`src/hw/cprl_defines.svh`:
```
/*
  Register offsets, reset values, field positions and timing counts of the
  current and power result block.
  Assumes a 125 MHz system clock; included by bare name.
*/
`ifndef CPRL_DEFINES_SVH
`define CPRL_DEFINES_SVH

// Register offsets, byte addressed
`define CPRL_ADDR_VCFG 8'h50
`define CPRL_ADDR_CSCFG 8'h51
`define CPRL_ADDR_PEAK 8'h52
`define CPRL_ADDR_SH_HI 8'h54
`define CPRL_ADDR_SH_LO 8'h55
`define CPRL_ADDR_BUS_HI 8'h58
`define CPRL_ADDR_BUS_LO 8'h59
`define CPRL_ADDR_PWR_HI 8'h5B
`define CPRL_ADDR_PWR_LO 8'h5C
`define CPRL_ADDR_HILIM 8'h60
`define CPRL_ADDR_LOLIM 8'h61

// Reset values
`define CPRL_RST_VCFG 8'h80
`define CPRL_RST_CSCFG 8'h03
`define CPRL_RST_PEAK 8'h00
`define CPRL_RST_HILIM 8'h7F
`define CPRL_RST_LOLIM 8'h80

// Field positions
`define CPRL_PKSEL_BIT 7
`define CPRL_PWR_SHIFT 7

// Threshold and range scale, in mV and full-scale code
`define CPRL_TH_BASE_MV 10
`define CPRL_TH_STEP_MV 5
`define CPRL_RNG_BASE_MV 10
`define CPRL_FS_CODE 2047

// Timing: clock period and duration tick, in ns
`define CPRL_CLK_NS 8
`define CPRL_TICK_NS 10000
`define CPRL_TICK_CYCLES (`CPRL_TICK_NS / `CPRL_CLK_NS)

// Minimum spike durations in 10 us ticks, code 15 first (1 ms .. 4096 ms)
`define CPRL_DUR_TABLE {19'h64000, 19'h4B000, 19'h32000, 19'h25800, 19'h19000, \
  19'h12C00, 19'h0C800, 19'h09600, 19'h06400, 19'h03200, 19'h02800, 19'h01E00, \
  19'h01400, 19'h00A00, 19'h00200, 19'h00064}

`endif

```
`src/hw/cprl_pkg.sv`:
```
/*
  Types of the current and power result block: start-up states, result
  pair tags and the packed state of the top module.
  Assumes nothing beyond a SystemVerilog compiler.
*/
package cprl_pkg;

  // Start-up: two cycles fill the strap synchroniser, the third loads it
  typedef enum logic [1:0] {ST_WAIT0, ST_WAIT1, ST_WAIT2, ST_RUN} cprl_boot_e;

  // Which two-byte result the read shadow belongs to
  typedef enum logic [1:0] {PAIR_SHUNT, PAIR_BUS, PAIR_PWR} cprl_pair_e;

  typedef struct packed {
    cprl_boot_e boot;
    logic host_wr;
    logic [7:0] vcfg;
    logic [7:0] cscfg;
    logic [7:0] peak;
    logic [7:0] hilim;
    logic [7:0] lolim;
    logic [11:0] shunt;
    logic [10:0] bus;
    logic [15:0] pwr;
    logic hi_flag;
    logic lo_flag;
    logic [7:0] shadow;
    cprl_pair_e shadow_pair;
    logic shadow_vld;
    logic [7:0] rdata;
    logic ack;
    logic [18:0] dur_cnt;
    logic peak_det;
    logic alert_n;
    logic crit_n;
  } cprl_top_s;

endpackage : cprl_pkg

```
`src/hw/cprl_tick_if.sv`:
```
/*
  Carrier of the duration tick between the divider and the result block.
  Assumes both ends run on the same clock.
*/
`timescale 1ns/1ns
interface cprl_tick_if;
  logic tick;
  modport src (output tick);
  modport dst (input tick);
endinterface : cprl_tick_if

```
`src/hw/cprl_sync.sv`:
```
/*
  Two-flop synchroniser for the 8 strap pin levels.
  Assumes the pins are static levels; no logic reads the first stage.
*/
`timescale 1ns/1ns
module cprl_sync (
  input wire logic clk_i,
  input wire logic reset_n_i,
  input wire logic [7:0] d_i,
  output logic [7:0] q_o
);
  typedef struct packed {
    logic [7:0] s1;
    logic [7:0] s2;
  } cprl_sync_s;

  cprl_sync_s st_ff;
  cprl_sync_s nxt;

  // Second stage only ever sees the first
  always_comb begin
    nxt.s1 = d_i;
    nxt.s2 = st_ff.s1;
  end

  always_ff @(posedge clk_i or negedge reset_n_i) begin
    if (!reset_n_i) begin
      st_ff <= '0;
    end else begin
      st_ff <= nxt;
    end
  end

  assign q_o = st_ff.s2;
endmodule : cprl_sync

```
`src/hw/cprl_tick_div.sv`:
```
/*
  Divider making a one-cycle enable pulse every TICK_CYCLES clocks.
  Assumes TICK_CYCLES is between 1 and 4096.
*/
`timescale 1ns/1ns
module cprl_tick_div #(
  parameter int TICK_CYCLES = 1250
) (
  input wire logic clk_i,
  input wire logic reset_n_i,
  cprl_tick_if.src tick_if
);
  typedef struct packed {
    logic [11:0] cnt;
    logic tick;
  } cprl_div_s;

  cprl_div_s st_ff;
  cprl_div_s nxt;

  // Free-running count; the pulse comes from a flop so it is glitch free
  always_comb begin
    nxt = st_ff;
    nxt.tick = (st_ff.cnt == 12'(TICK_CYCLES - 1));
    nxt.cnt = nxt.tick ? 12'h000 : st_ff.cnt + 12'h001;
  end

  always_ff @(posedge clk_i or negedge reset_n_i) begin
    if (!reset_n_i) begin
      st_ff <= '0;
    end else begin
      st_ff <= nxt;
    end
  end

  assign tick_if.tick = st_ff.tick;
endmodule : cprl_tick_div

```
`src/hw/cprl_top.sv`:
```
/*
  Result and limit logic of a current and power monitor: peak detector
  settings and timer, shunt, bus and power results, shunt limit checks.
  Assumes a byte-wide register port driven by the serial management bus
  engine and a measurement front end, both on clk_i.
*/
`timescale 1ns/1ns
`include "cprl_defines.svh"
module cprl_top #(
  parameter int TICK_CYCLES = `CPRL_TICK_CYCLES
) (
  input wire logic clk_i,
  input wire logic reset_n_i,
  // Register port from the serial bus engine
  input wire logic reg_rd_i,
  input wire logic reg_wr_i,
  input wire logic [7:0] reg_addr_i,
  input wire logic [7:0] reg_wdata_i,
  output logic [7:0] reg_rdata_o,
  output logic reg_ack_o,
  // Measurement front end
  input wire logic meas_valid_i,
  input wire logic [11:0] shunt_sample_i,
  input wire logic [11:0] bus_sample_i,
  input wire logic [11:0] inst_shunt_i,
  // Strap pins and alert setup
  input wire logic [3:0] threshold_strap_pin_i,
  input wire logic [3:0] duration_strap_pin_i,
  input wire logic alert_comp_mode_i,
  input wire logic flag_clear_i,
  // Status and alarm outputs
  output logic shunt_high_flag_o,
  output logic shunt_low_flag_o,
  output logic peak_detected_o,
  output logic alert_n_o,
  output logic critical_alarm_n_o
);

  localparam logic [303:0] DUR_TAB = `CPRL_DUR_TABLE;

  localparam cprl_pkg::cprl_top_s RST = '{
    boot: cprl_pkg::ST_WAIT0,
    host_wr: 1'b0,
    vcfg: `CPRL_RST_VCFG,
    cscfg: `CPRL_RST_CSCFG,
    peak: `CPRL_RST_PEAK,
    hilim: `CPRL_RST_HILIM,
    lolim: `CPRL_RST_LOLIM,
    shunt: 12'h000,
    bus: 11'h000,
    pwr: 16'h0000,
    hi_flag: 1'b0,
    lo_flag: 1'b0,
    shadow: 8'h00,
    shadow_pair: cprl_pkg::PAIR_SHUNT,
    shadow_vld: 1'b0,
    rdata: 8'h00,
    ack: 1'b0,
    dur_cnt: 19'h00000,
    peak_det: 1'b0,
    alert_n: 1'b1,
    crit_n: 1'b1
  };

  cprl_pkg::cprl_top_s st_ff;
  cprl_pkg::cprl_top_s nxt;

  logic [7:0] strap_sync;
  logic [6:0] thr_mv;
  logic [6:0] fs_mv;
  logic [17:0] lhs;
  logic [17:0] rhs;
  logic above;
  logic [18:0] dur_lim;
  logic [10:0] bus_clamped;
  logic signed [23:0] prod;
  logic [7:0] shunt_lo;
  logic [7:0] bus_lo;

  cprl_tick_if u_tick_if ();

  // Duration tick, one pulse every 10 us at the default setting
  cprl_tick_div #(
    .TICK_CYCLES(TICK_CYCLES)
  ) u_div (
    .clk_i(clk_i),
    .reset_n_i(reset_n_i),
    .tick_if(u_tick_if.src)
  );

  // Strap pins are outside the clock domain
  cprl_sync u_sync (
    .clk_i(clk_i),
    .reset_n_i(reset_n_i),
    .d_i({threshold_strap_pin_i, duration_strap_pin_i}),
    .q_o(strap_sync)
  );

  // Threshold against the instantaneous shunt code, compared in mV*code
  // space so no divider is needed; only forward current can spike
  assign thr_mv = 7'(`CPRL_TH_BASE_MV + `CPRL_TH_STEP_MV * st_ff.peak[7:4]);
  assign fs_mv = 7'(`CPRL_RNG_BASE_MV << st_ff.cscfg[1:0]);
  assign lhs = 18'(inst_shunt_i[10:0]) * 18'(fs_mv);
  assign rhs = 18'(thr_mv) * 18'(`CPRL_FS_CODE);
  assign above = !inst_shunt_i[11] && (lhs > rhs);
  assign dur_lim = DUR_TAB[19 * st_ff.peak[3:0] +: 19];

  // Bus result has no sign, negative samples become zero
  assign bus_clamped = bus_sample_i[11] ? 11'h000 : bus_sample_i[10:0];
  assign prod = $signed(shunt_sample_i) * $signed({1'b0, bus_clamped});
  assign shunt_lo = {st_ff.shunt[3:0], 4'h0};
  assign bus_lo = {st_ff.bus[2:0], 5'h00};

  // Next state: start-up, writes, reads, results, limits, peak timer
  always_comb begin
    nxt = st_ff;
    nxt.ack = reg_rd_i | reg_wr_i;
    case (st_ff.boot)
      cprl_pkg::ST_WAIT0: begin
        nxt.boot = cprl_pkg::ST_WAIT1;
      end
      cprl_pkg::ST_WAIT1: begin
        nxt.boot = cprl_pkg::ST_WAIT2;
      end
      // Second synchroniser stage holds the strap level only from here on
      cprl_pkg::ST_WAIT2: begin
        nxt.boot = cprl_pkg::ST_RUN;
        // Straps only preset; a host write already made wins
        if (!st_ff.host_wr) begin
          nxt.peak = strap_sync;
        end
      end
      cprl_pkg::ST_RUN: begin
        nxt.boot = cprl_pkg::ST_RUN;
      end
      default: begin
        nxt.boot = cprl_pkg::ST_RUN;
      end
    endcase
    // Writes are taken in any state, result offsets drop the data
    if (reg_wr_i) begin
      case (reg_addr_i)
        `CPRL_ADDR_VCFG: nxt.vcfg = reg_wdata_i;
        `CPRL_ADDR_CSCFG: nxt.cscfg = reg_wdata_i;
        `CPRL_ADDR_PEAK: begin
          nxt.peak = reg_wdata_i;
          nxt.host_wr = 1'b1;
        end
        `CPRL_ADDR_HILIM: nxt.hilim = reg_wdata_i;
        `CPRL_ADDR_LOLIM: nxt.lolim = reg_wdata_i;
        default: nxt.host_wr = st_ff.host_wr;
      endcase
    end
    // A high-byte read parks the matching low byte in the shadow
    if (reg_rd_i) begin
      case (reg_addr_i)
        `CPRL_ADDR_VCFG: nxt.rdata = st_ff.vcfg;
        `CPRL_ADDR_CSCFG: nxt.rdata = st_ff.cscfg;
        `CPRL_ADDR_PEAK: nxt.rdata = st_ff.peak;
        `CPRL_ADDR_HILIM: nxt.rdata = st_ff.hilim;
        `CPRL_ADDR_LOLIM: nxt.rdata = st_ff.lolim;
        `CPRL_ADDR_SH_HI: begin
          nxt.rdata = st_ff.shunt[11:4];
          nxt.shadow = shunt_lo;
          nxt.shadow_pair = cprl_pkg::PAIR_SHUNT;
          nxt.shadow_vld = 1'b1;
        end
        `CPRL_ADDR_SH_LO: begin
          nxt.shadow_vld = 1'b0;
          nxt.rdata = (st_ff.shadow_vld && st_ff.shadow_pair == cprl_pkg::PAIR_SHUNT) ?
                      st_ff.shadow : shunt_lo;
        end
        `CPRL_ADDR_BUS_HI: begin
          nxt.rdata = st_ff.bus[10:3];
          nxt.shadow = bus_lo;
          nxt.shadow_pair = cprl_pkg::PAIR_BUS;
          nxt.shadow_vld = 1'b1;
        end
        `CPRL_ADDR_BUS_LO: begin
          nxt.shadow_vld = 1'b0;
          nxt.rdata = (st_ff.shadow_vld && st_ff.shadow_pair == cprl_pkg::PAIR_BUS) ?
                      st_ff.shadow : bus_lo;
        end
        `CPRL_ADDR_PWR_HI: begin
          nxt.rdata = st_ff.pwr[15:8];
          nxt.shadow = st_ff.pwr[7:0];
          nxt.shadow_pair = cprl_pkg::PAIR_PWR;
          nxt.shadow_vld = 1'b1;
        end
        `CPRL_ADDR_PWR_LO: begin
          nxt.shadow_vld = 1'b0;
          nxt.rdata = (st_ff.shadow_vld && st_ff.shadow_pair == cprl_pkg::PAIR_PWR) ?
                      st_ff.shadow : st_ff.pwr[7:0];
        end
        default: nxt.rdata = 8'h00;
      endcase
    end
    // Flags: a clear and a breach in one cycle keep the flag set
    if (flag_clear_i) begin
      nxt.hi_flag = 1'b0;
      nxt.lo_flag = 1'b0;
    end
    // All results load together, so they always belong to one update
    if (meas_valid_i) begin
      nxt.shunt = shunt_sample_i;
      nxt.bus = bus_clamped;
      nxt.pwr = prod[`CPRL_PWR_SHIFT +: 16];
      if ($signed(shunt_sample_i[11:4]) >= $signed(st_ff.hilim)) begin
        nxt.hi_flag = 1'b1;
      end
      if ($signed(shunt_sample_i[11:4]) < $signed(st_ff.lolim)) begin
        nxt.lo_flag = 1'b1;
      end
    end
    // Duration restarts whenever the level drops, saturates at the top
    if (!above) begin
      nxt.dur_cnt = 19'h00000;
    end else if (u_tick_if.tick && st_ff.dur_cnt != 19'h7FFFF) begin
      nxt.dur_cnt = st_ff.dur_cnt + 19'h00001;
    end
    nxt.peak_det = above && (nxt.dur_cnt >= dur_lim);
    // Spike goes to critical when selected, else to alert in comparator mode
    nxt.crit_n = !(nxt.peak_det && nxt.vcfg[`CPRL_PKSEL_BIT]);
    nxt.alert_n = !(nxt.hi_flag || nxt.lo_flag ||
                    (nxt.peak_det && !nxt.vcfg[`CPRL_PKSEL_BIT] && alert_comp_mode_i));
  end

  // State register; results come up zero
  always_ff @(posedge clk_i or negedge reset_n_i) begin
    if (!reset_n_i) begin
      st_ff <= RST;
    end else begin
      st_ff <= nxt;
    end
  end

  // Outputs straight from flops
  assign reg_rdata_o = st_ff.rdata;
  assign reg_ack_o = st_ff.ack;
  assign shunt_high_flag_o = st_ff.hi_flag;
  assign shunt_low_flag_o = st_ff.lo_flag;
  assign peak_detected_o = st_ff.peak_det;
  assign alert_n_o = st_ff.alert_n;
  assign critical_alarm_n_o = st_ff.crit_n;
endmodule : cprl_top

```
`config.mk`:
```
export PLATFORM = sky130hd
export DESIGN_NAME = cprl_top
export DESIGN_NICKNAME = d
export VERILOG_FILES = /design/src/hw/cprl_pkg.sv /design/src/hw/cprl_tick_if.sv /design/src/hw/cprl_sync.sv /design/src/hw/cprl_tick_div.sv /design/src/hw/cprl_top.sv
export VERILOG_INCLUDE_DIRS = /design/src /design/src/hw
export SDC_FILE = /design/constraint.sdc
export NUM_CORES = 1
export LEC_CHECK = 0
export BUFFER_PORTS_ARGS = -buffer_cell sky130_fd_sc_hd__buf_4
export CAP_MARGIN = 0
export CELL_PAD_IN_SITES_DETAIL_PLACEMENT = 1
export CELL_PAD_IN_SITES_GLOBAL_PLACEMENT = 1
export CORE_MARGIN = 2
export CORE_UTILIZATION = 40
export DETAILED_ROUTE_END_ITERATION = 8
export HOLD_SLACK_MARGIN = 0.06
export PLACE_DENSITY = 0.77
export SLEW_MARGIN = 20
export SYNTH_ARGS = -nofsm -noshare
export SYNTH_HDL_FRONTEND = slang
export SYNTH_HIERARCHICAL = 1
export SYNTH_SLANG_ARGS = --single-unit
```
`constraint.sdc`:
```
create_clock -name clk_i -period 11.15 [get_ports clk_i]
set_input_delay 2.23 -clock clk_i [delete_from_list [all_inputs] [get_ports clk_i]]
set_output_delay 2.23 -clock clk_i [all_outputs]
set_load 0.01 [all_outputs]
```
**Yosys cells after proc, flatten, opt, wreduce, memory -nomap -nowiden**

Cells that the tools add are included.

- Bits in registers: 155
- Bits of input ports: 67

- $add $sub $neg: 3
- Multipliers: 5
- Magnitude comparators: 4
- Equality and inequality tests: 18
- Shift operators: 2
- Mux-type cells: 23
- Bitwise logic cells: 1
- Reduce and logical (&&, ||, !) cells: 29

Operators with widths:

| operator | count |
|---|---|
| $shiftx 304x10->19 const A | 1 |
| $eq 8x7->1 const B | 11 |
| $pmux 8 s11 | 1 |
| $mux 8 | 10 |
| $mux 40 | 1 |
| $mux 19 | 2 |
| $pmux 10 s3 | 1 |
| $mul 12x12->23 | 1 |
| $add 19x1->19 const B | 1 |
| $ge 19x19->1 | 1 |
| $ne 19x19->1 const B | 1 |
| $gt 18x18->1 | 1 |
| $mul 11x7->18 | 1 |
| $mul 7x11->18 const B | 1 |
| $reduce_and 2->1 | 7 |
| $add 12x1->12 const B | 1 |
| $eq 12x11->1 const B | 1 |
| $mux 12 | 1 |
| $mux 11 | 1 |
| $logic_and 1x1->1 | 9 |
| $mul 5x4->9 const A | 1 |
| $ge 8x8->1 | 1 |
| $lt 8x8->1 | 1 |
| $add 4x7->7 const A | 1 |
| other kinds (16) | 27 |

**Longest topological paths before layout**

Gate-level depths: netlist (run 1).

- Depth in word-level cells: 12
- Mapped depth: 42

**Hierarchy**

Netlist (run 1), hierarchy kept.

By module, submodules not included:

| module | instances | cells an instance | area an instance (µm²) | seq. area each (µm²) |
|---|---|---|---|---|
| cprl_top | 1 | 1672 | 15820.2 | 3169.3 |
| cprl_tick_div | 1 | 55 | 609.3 | 325.3 |
| cprl_sync | 1 | 16 | 400.4 | 400.4 |

**Least setup slack after synthesis (run 1)**

OpenSTA, ideal clock, no wires.

- Path kind: reg-to-reg
- Start: reg st_ff[103] (netlist bit)
- End: reg st_ff, in the netlist alert_n_o
- Setup time: 0.094 ns
- Data arrival time: 8.961 ns
- Data required time: 11.056 ns
- Slack: 2.095 ns
- Cell stages (with the launch flop): 40
- Cells stage by stage: dfrtp_1 > ha_1 > inv_1 > fa_1 > inv_1 > ha_1 > a31oi_1 > xnor2_1 > inv_1 > fa_1 > inv_1 > fa_1 > fa_1 > fa_1 > inv_1 > ha_1 > o21ai_0 > o31ai_1 > [... 4 more ...] > ha_1 > a21o_1 > a21o_1 > a21oi_1 > o21ai_0 > a21oi_1 > a211o_1 > clkbuf_1 > clkbuf_1 > nor2_1 > ha_1 > a21o_1 > a21o_1 > a21oi_1 > o21ai_0 > and4bb_4 > a311oi_2 > a311oi_1

RTL lines:

| item | RTL line | text |
|---|---|---|
| start: declaration | cprl_top.sv:65 | `cprl_pkg::cprl_top_s st_ff;` |
| start signal: assignment | cprl_top.sv:233 | `st_ff <= nxt;` |

==> out/results.tsv, run 1 <==
metric	value	unit
status	finished, final reports clean	
timing_hold_violations_final	0	
ios	81	
num_rows	75	
initial_core_util	40.3	%
critPathLaunchType	flop	
synth_top_area_cell	fa_1	
cp_max_fo	20	
cts_tree	yes	
gp_congestion	0.847	
worstSkewPairLatency	0.42	ns
first_pass_iters	5	
die_y	209	um
rsz0062_at_grt	no	
synth_edf_count	0	
syn_to_final_growth	9.89	%
dr.first_iter.drc_count	576	
maxCapViolations	0	
layout.nets	2207	
hpwlAfterDp	34900	um
synth_area_leaders	fa_1 21%, dfrtp_1 21%, ha_1 14%	
critPathMostFrequentCell	ha_1	
clock_skew	0.0106	ns
fmax	0.0975	GHz
route.detailed.drc	0	
drv_slew	0	
path_class	flop to flop	
min_path_type	flop to flop	
antenna_found_initial	0	
grt_pass1_wl	73800	um
n_fill_cell	4731	
worstHoldEndpoint	u_sync/q_o[2]	
syn-cell-area	16800	um^2
via_count	12469	
avgSynthCellArea	9.66	um^2
r2r-start	st_ff[103]	
worstPathArrival	10.58	ns
timing.rr.end	alert_n_o	
post_cts_buffers	0	
setup_tns	0	ns
endpoint_kind	flop	
slew-limit-headroom	28.8	%
wirelength	44000	um
final.min_clock_period	10.25	ns
viasPerCell	5.35	
core	41800	um^2
synth_ff_type	dfrtp_1	
layout-drive-gt1-share	13.3	%
synth-seq-area-share	23.1	%
portBuffers	80	
overflow	0	
ant_nets	0	
tightest_slew	1.07	ns
grt_usage	21.0	%
setup_viol	0	
antenna_cells	0	
hold_path_depth	0	
ys_warn_count	6	
grt_max_degree	102	
synth_cell_type_count	79	
syn_nets	2170	
ctsResizeCount	0	
min_from	u_sync/nxt[2]	
netlist.area_leader.share	21.2	%
max_stage_delay	0.76	ns
cts.htree.levels	4	
slowest_stage	fa_1	
hold_buffers	0	
async_flop_share	100	%
cts-root-buf	clkbuf_16	
clk_pin_slew	0.06	ns
rrSetupSlack	0.90	ns
cp.required	11.48	ns
avgRoutedWirePerCell	18.9	um
cts_buffer_depth	2	
fp.dieW	209	um
numCtsBuffers	17	
synth-seq-cells	155	
cts_sinks	155	
finalCritPeriodShare	92.0	%
dieArea	43700	um^2
r2r_cells	39	
grt_pass1_vias	14178	
syn_inst	1743	
==> cell type report <==
cell class | count | area, um^2 | area share [%]
clock buffer | 19 | 433 | 2.34
clock inverter | 13 | 191 | 1.04
inverter | 273 | 1020 | 5.54
multi-input combinational | 1246 | 11600 | 62.8
sequential | 155 | 3890 | 21.1
tap | 539 | 674 | 3.65
timing repair buffer | 87 | 657 | 3.55
==> synthesized netlist by cell type, drive strengths merged (18+ instances only) <==
library cell  instances
nand3                35
nand2               133
mux2i                27
nor2b                28
inv                 273
fa                  178
ha                  182
and2                 70
clkbuf               55
a21o                 26
a21oi                70
nor2                 98
xnor2                45
mux2                 68
xor2                 32
nand4                18
nand2b               20
o21ai                40
dfrtp               142
==> state kept, by name (all words and copies together), names as in the netlist, 3 cells and up <==
signal	cells
st_ff	105
u_sync/q_o	8
bus_lo	3
shunt_lo	4
reg_rdata_o	8
u_div/st_ff	12
u_sync/nxt	8
==> per-stage QoR <==
stage / utilization (%) / std cells / hold WS (ns) / setup WS, ns / instance area [um^2]
after floorplan: - / 1743 / 0.331 / 2.09 / 16800
after global placement: 42.8 / 2300 / 0.336 / 1.39 / 17900
after detailed placement: 42.8 / 2300 / 0.336 / 0.919 / 17900
after CTS: 44.3 / 2332 / 0.349 / 0.836 / 18500
after global routing: 44.3 / 2332 / 0.357 / 0.0479 / 18500
final: 44.3 / 2332 / 0.346 / 0.897 / 18500
==> cells by family (layout without fill, tap and decap cells) <==
group / count (synthesis) / in the layout / synth area share, %
mux: 95 / 95 / 6.16
fa+ha+maj: 360 / 360 / 34.7
buf+inv: 342 / 392 / 7.87
xor+xnor: 77 / 77 / 4.01
compound gates: 231 / 231 / 9.34
simple gates: 483 / 483 / 14.8
flops: 155 / 155 / 23.1
==> worst max-delay path by stage <==
stage,start,slack (ns),end
floorplan,st_ff[103],2.09,alert_n_o
global placement,st_ff[103],1.39,alert_n_o
detailed placement,st_ff[103],0.92,alert_n_o
CTS,st_ff[103],0.84,alert_n_o
global route,st_ff[103],0.05,alert_n_o
finish,st_ff[103],0.90,alert_n_o
==> layout by cell type (no fill, tap or decap), types with 13 or more instances in the layout <==
master / count
o22ai_1: 13
buf_4: 86
a21oi_1: 70
dfrtp_1: 142
nand4_1: 18
nand2b_1: 20
nor2_1: 98
dfstp_2: 13
inv_1: 273
mux2_2: 68
xor2_1: 32
o21ai_0: 37
xnor2_1: 45
nor2b_1: 25
mux2i_1: 27
nand3_1: 35
a21o_1: 26
and2_1: 68
or2_2: 14
nand2_1: 133
fa_1: 178
clkbuf_16: 17
ha_1: 182
==> critical path: cells and delay by family (launching register included) <==
family | cells | cell delay (ns)
adder cells (fa/ha/maj) | 10 | 3.86
AO/OA/AOI/OAI | 18 | 3.74
AND/OR/NAND/NOR | 4 | 0.88
flip-flops | 1 | 0.65
XOR/XNOR | 3 | 0.60
buffers and inverters | 4 | 0.41
==> per-layer routing <==
metal	part of all wire, %	global-route usage (%)	up-vias
li1	-	-	5777
met1	44	26.9	6444
met2	51	37.9	195
met3	2.8	2.12	53
met4	2.0	5.57	0
met5	0	0	-
Power of run 1 is left out: the tool's default activity adds up to more than one toggle a clock period on the data nets, which glitch-free logic cannot reach.
==> run 2: changes to the inputs <==
==> constraint.sdc (replaced) <==
create_clock -name clk_i -period 10.4 [get_ports clk_i]
set_input_delay 2.08 -clock clk_i [delete_from_list [all_inputs] [get_ports clk_i]]
set_output_delay 2.08 -clock clk_i [all_outputs]
set_load 0.01 [all_outputs]
==> out/results.tsv, run 2 (synthesized netlist as in run 1, its figures left out) <==
metric	value	unit	change
critPathMostFrequentCell	ha_1		
clk_pin_slew	0.07	ns	about the same
final_cell_mix	273 x inv_1, 182 x ha_1, 177 x fa_1, 141 x dfrtp_1, 133 x nand2_1		
worstSkewPairLatency	0.44	ns	+0.02 ns
critPathLaunchType	flop		
seq_area	3900	um^2	about the same
initial_core_util	40.3	%	unchanged
hold_buffers	0		unchanged
final.min_clock_period	9.66	ns	-0.588 ns
worstPathArrival	10.00	ns	-0.58 ns
grt_max_degree	110		+7.8%
antenna_found_initial	0		unchanged
critical_path.top_delay_family	compound AO/OA/AOI/OAI gates		
first_pass_iters	8		+3
cp.required	10.74	ns	-0.74 ns
syn_to_final_growth	9.76	%	
avgRoutedWirePerCell	18.5	um	-2.1%
cts.htree.levels	4		unchanged
timing_hold_violations_final	0		unchanged
overflow	0		unchanged
gp_congestion	0.848		about the same
largest_reg_flops	105		unchanged
dieArea	43700	um^2	unchanged
min_path_type	flop to flop		
path_class	flop to flop		
die_y	209	um	unchanged
crit_buf_inv	6		+2
antenna_cells	0		unchanged
cts_buffer_depth	2		unchanged
endpoint_kind	flop		
max_stage_delay	0.53	ns	-0.23 ns
layout.nets	2209		+0.091%
ios	81		unchanged
wirelength	43100	um	-2.0%
cts_tree	yes		
clock_skew	0.0138	ns	+0.00319 ns
drv_slew	0		unchanged
maxCapViolations	0		unchanged
n_fill_cell	4682		-1.0%
core	41800	um^2	unchanged
tightest_slew	1.10	ns	+0.0327 ns
fp.dieW	209	um	unchanged
layout-drive-gt1-share	13.5	%	+0.26 points
route.detailed.drc	0		unchanged
grt_pass1_vias	14003		-1.2%
slew-limit-headroom	26.6	%	-2.2 points
status	finished, final reports clean		
multiInputGateArea	11600	um^2	unchanged
num_rows	75		unchanged
dr.first_iter.drc_count	619		+7.5%
top_register	st_ff		
cp_max_fo	12		-40%
rsz0062_at_grt	no		
slowest_stage	dfrtp_2		
ant_nets	0		unchanged
numCtsBuffers	17		unchanged
grt_pass1_wl	72300	um	-2.0%
top_regs	st_ff: 105 flops, u_div/st_ff: 12 flops		
setup_viol	0		unchanged
fmax	0.103	GHz	+6.1%
grt_usage	20.5	%	-0.48 points
cts_sinks	155		unchanged
portBuffers	80		unchanged
post_cts_buffers	0		unchanged
viasPerCell	5.37		+0.36%
setup_tns	0	ns	unchanged
via_count	12525		+0.45%
cts-root-buf	clkbuf_16		
hpwlAfterDp	34200	um	-2.1%
final_common_cell	inv_1		
finalCritPeriodShare	92.9	%	+0.97 points
## run 2: cell types whose count changed in the layout (fill, tap and decap cells not counted), moves of 2 or more
| cell | change |
|---|---|
| buf_4 | +2 |
| bufinv_16 | -3 |
| clkbuf_1 | -2 |
| clkbuf_8 | +2 |
| inv_6 | +2 |
| inv_8 | +3 |
| nor2b_1 | +2 |
| nor2b_2 | -2 |
## run 2: layer usage
metal / vias to the layer above / share of wire (%) / global-route usage, %
met2: 202 / 51 / 37.1
li1: 5785 / - / -
met5: - / 0 / 0
met3: 65 / 2.8 / 2.07
met4: 0 / 2.2 / 5.54
met1: 6473 / 44 / 26.2
## run 2: repair_timing
action | CTS | global route
resized for setup | 0 | 4
setup endpoints to repair | 0 | 3
endpoints found under the hold margin | 0 | 0
## run 2: final cells by class
cell class / count / share of cell area [%]
clock inverters: 14 / 0.786
clock buffers: 18 / 2.38
well taps: 539 / 3.65
repair buffers: 89 / 3.65
flip-flops and latches: 155 / 21.1
inverters: 273 / 5.55
multi-input cells: 1246 / 62.9
## run 2: stage by stage
step                      utilization (%)  hold WS, ns  instance area, um^2  worst slack, ns  cells
final                                44.2        0.350                18500            0.735   2334
after global routing                 44.2        0.357                18500           0.0622   2334
after CTS                            44.2        0.351                18500            0.251   2334
after detailed placement             42.8        0.336                17900            0.375   2302
after global placement               42.8        0.336                17900            0.831   2302
after floorplan                         -        0.331                16800             1.34   1743
## run 2: worst paths after layout
path                               start       endpoint  slack, ns  depth (start not counted)
max in group asynchronous      reset_n_i     st_ff[118]       7.50                          2
min in group asynchronous      reset_n_i  u_sync/nxt[4]       1.76                          1
max reg2reg                   st_ff[103]      alert_n_o       0.74                         41
min reg2reg                u_sync/nxt[7]  u_sync/q_o[7]       0.35                          0
min                        u_sync/nxt[7]  u_sync/q_o[7]       0.35                          0
max                           st_ff[103]      alert_n_o       0.74                         41
Power of run 2 is left out for the same reason.
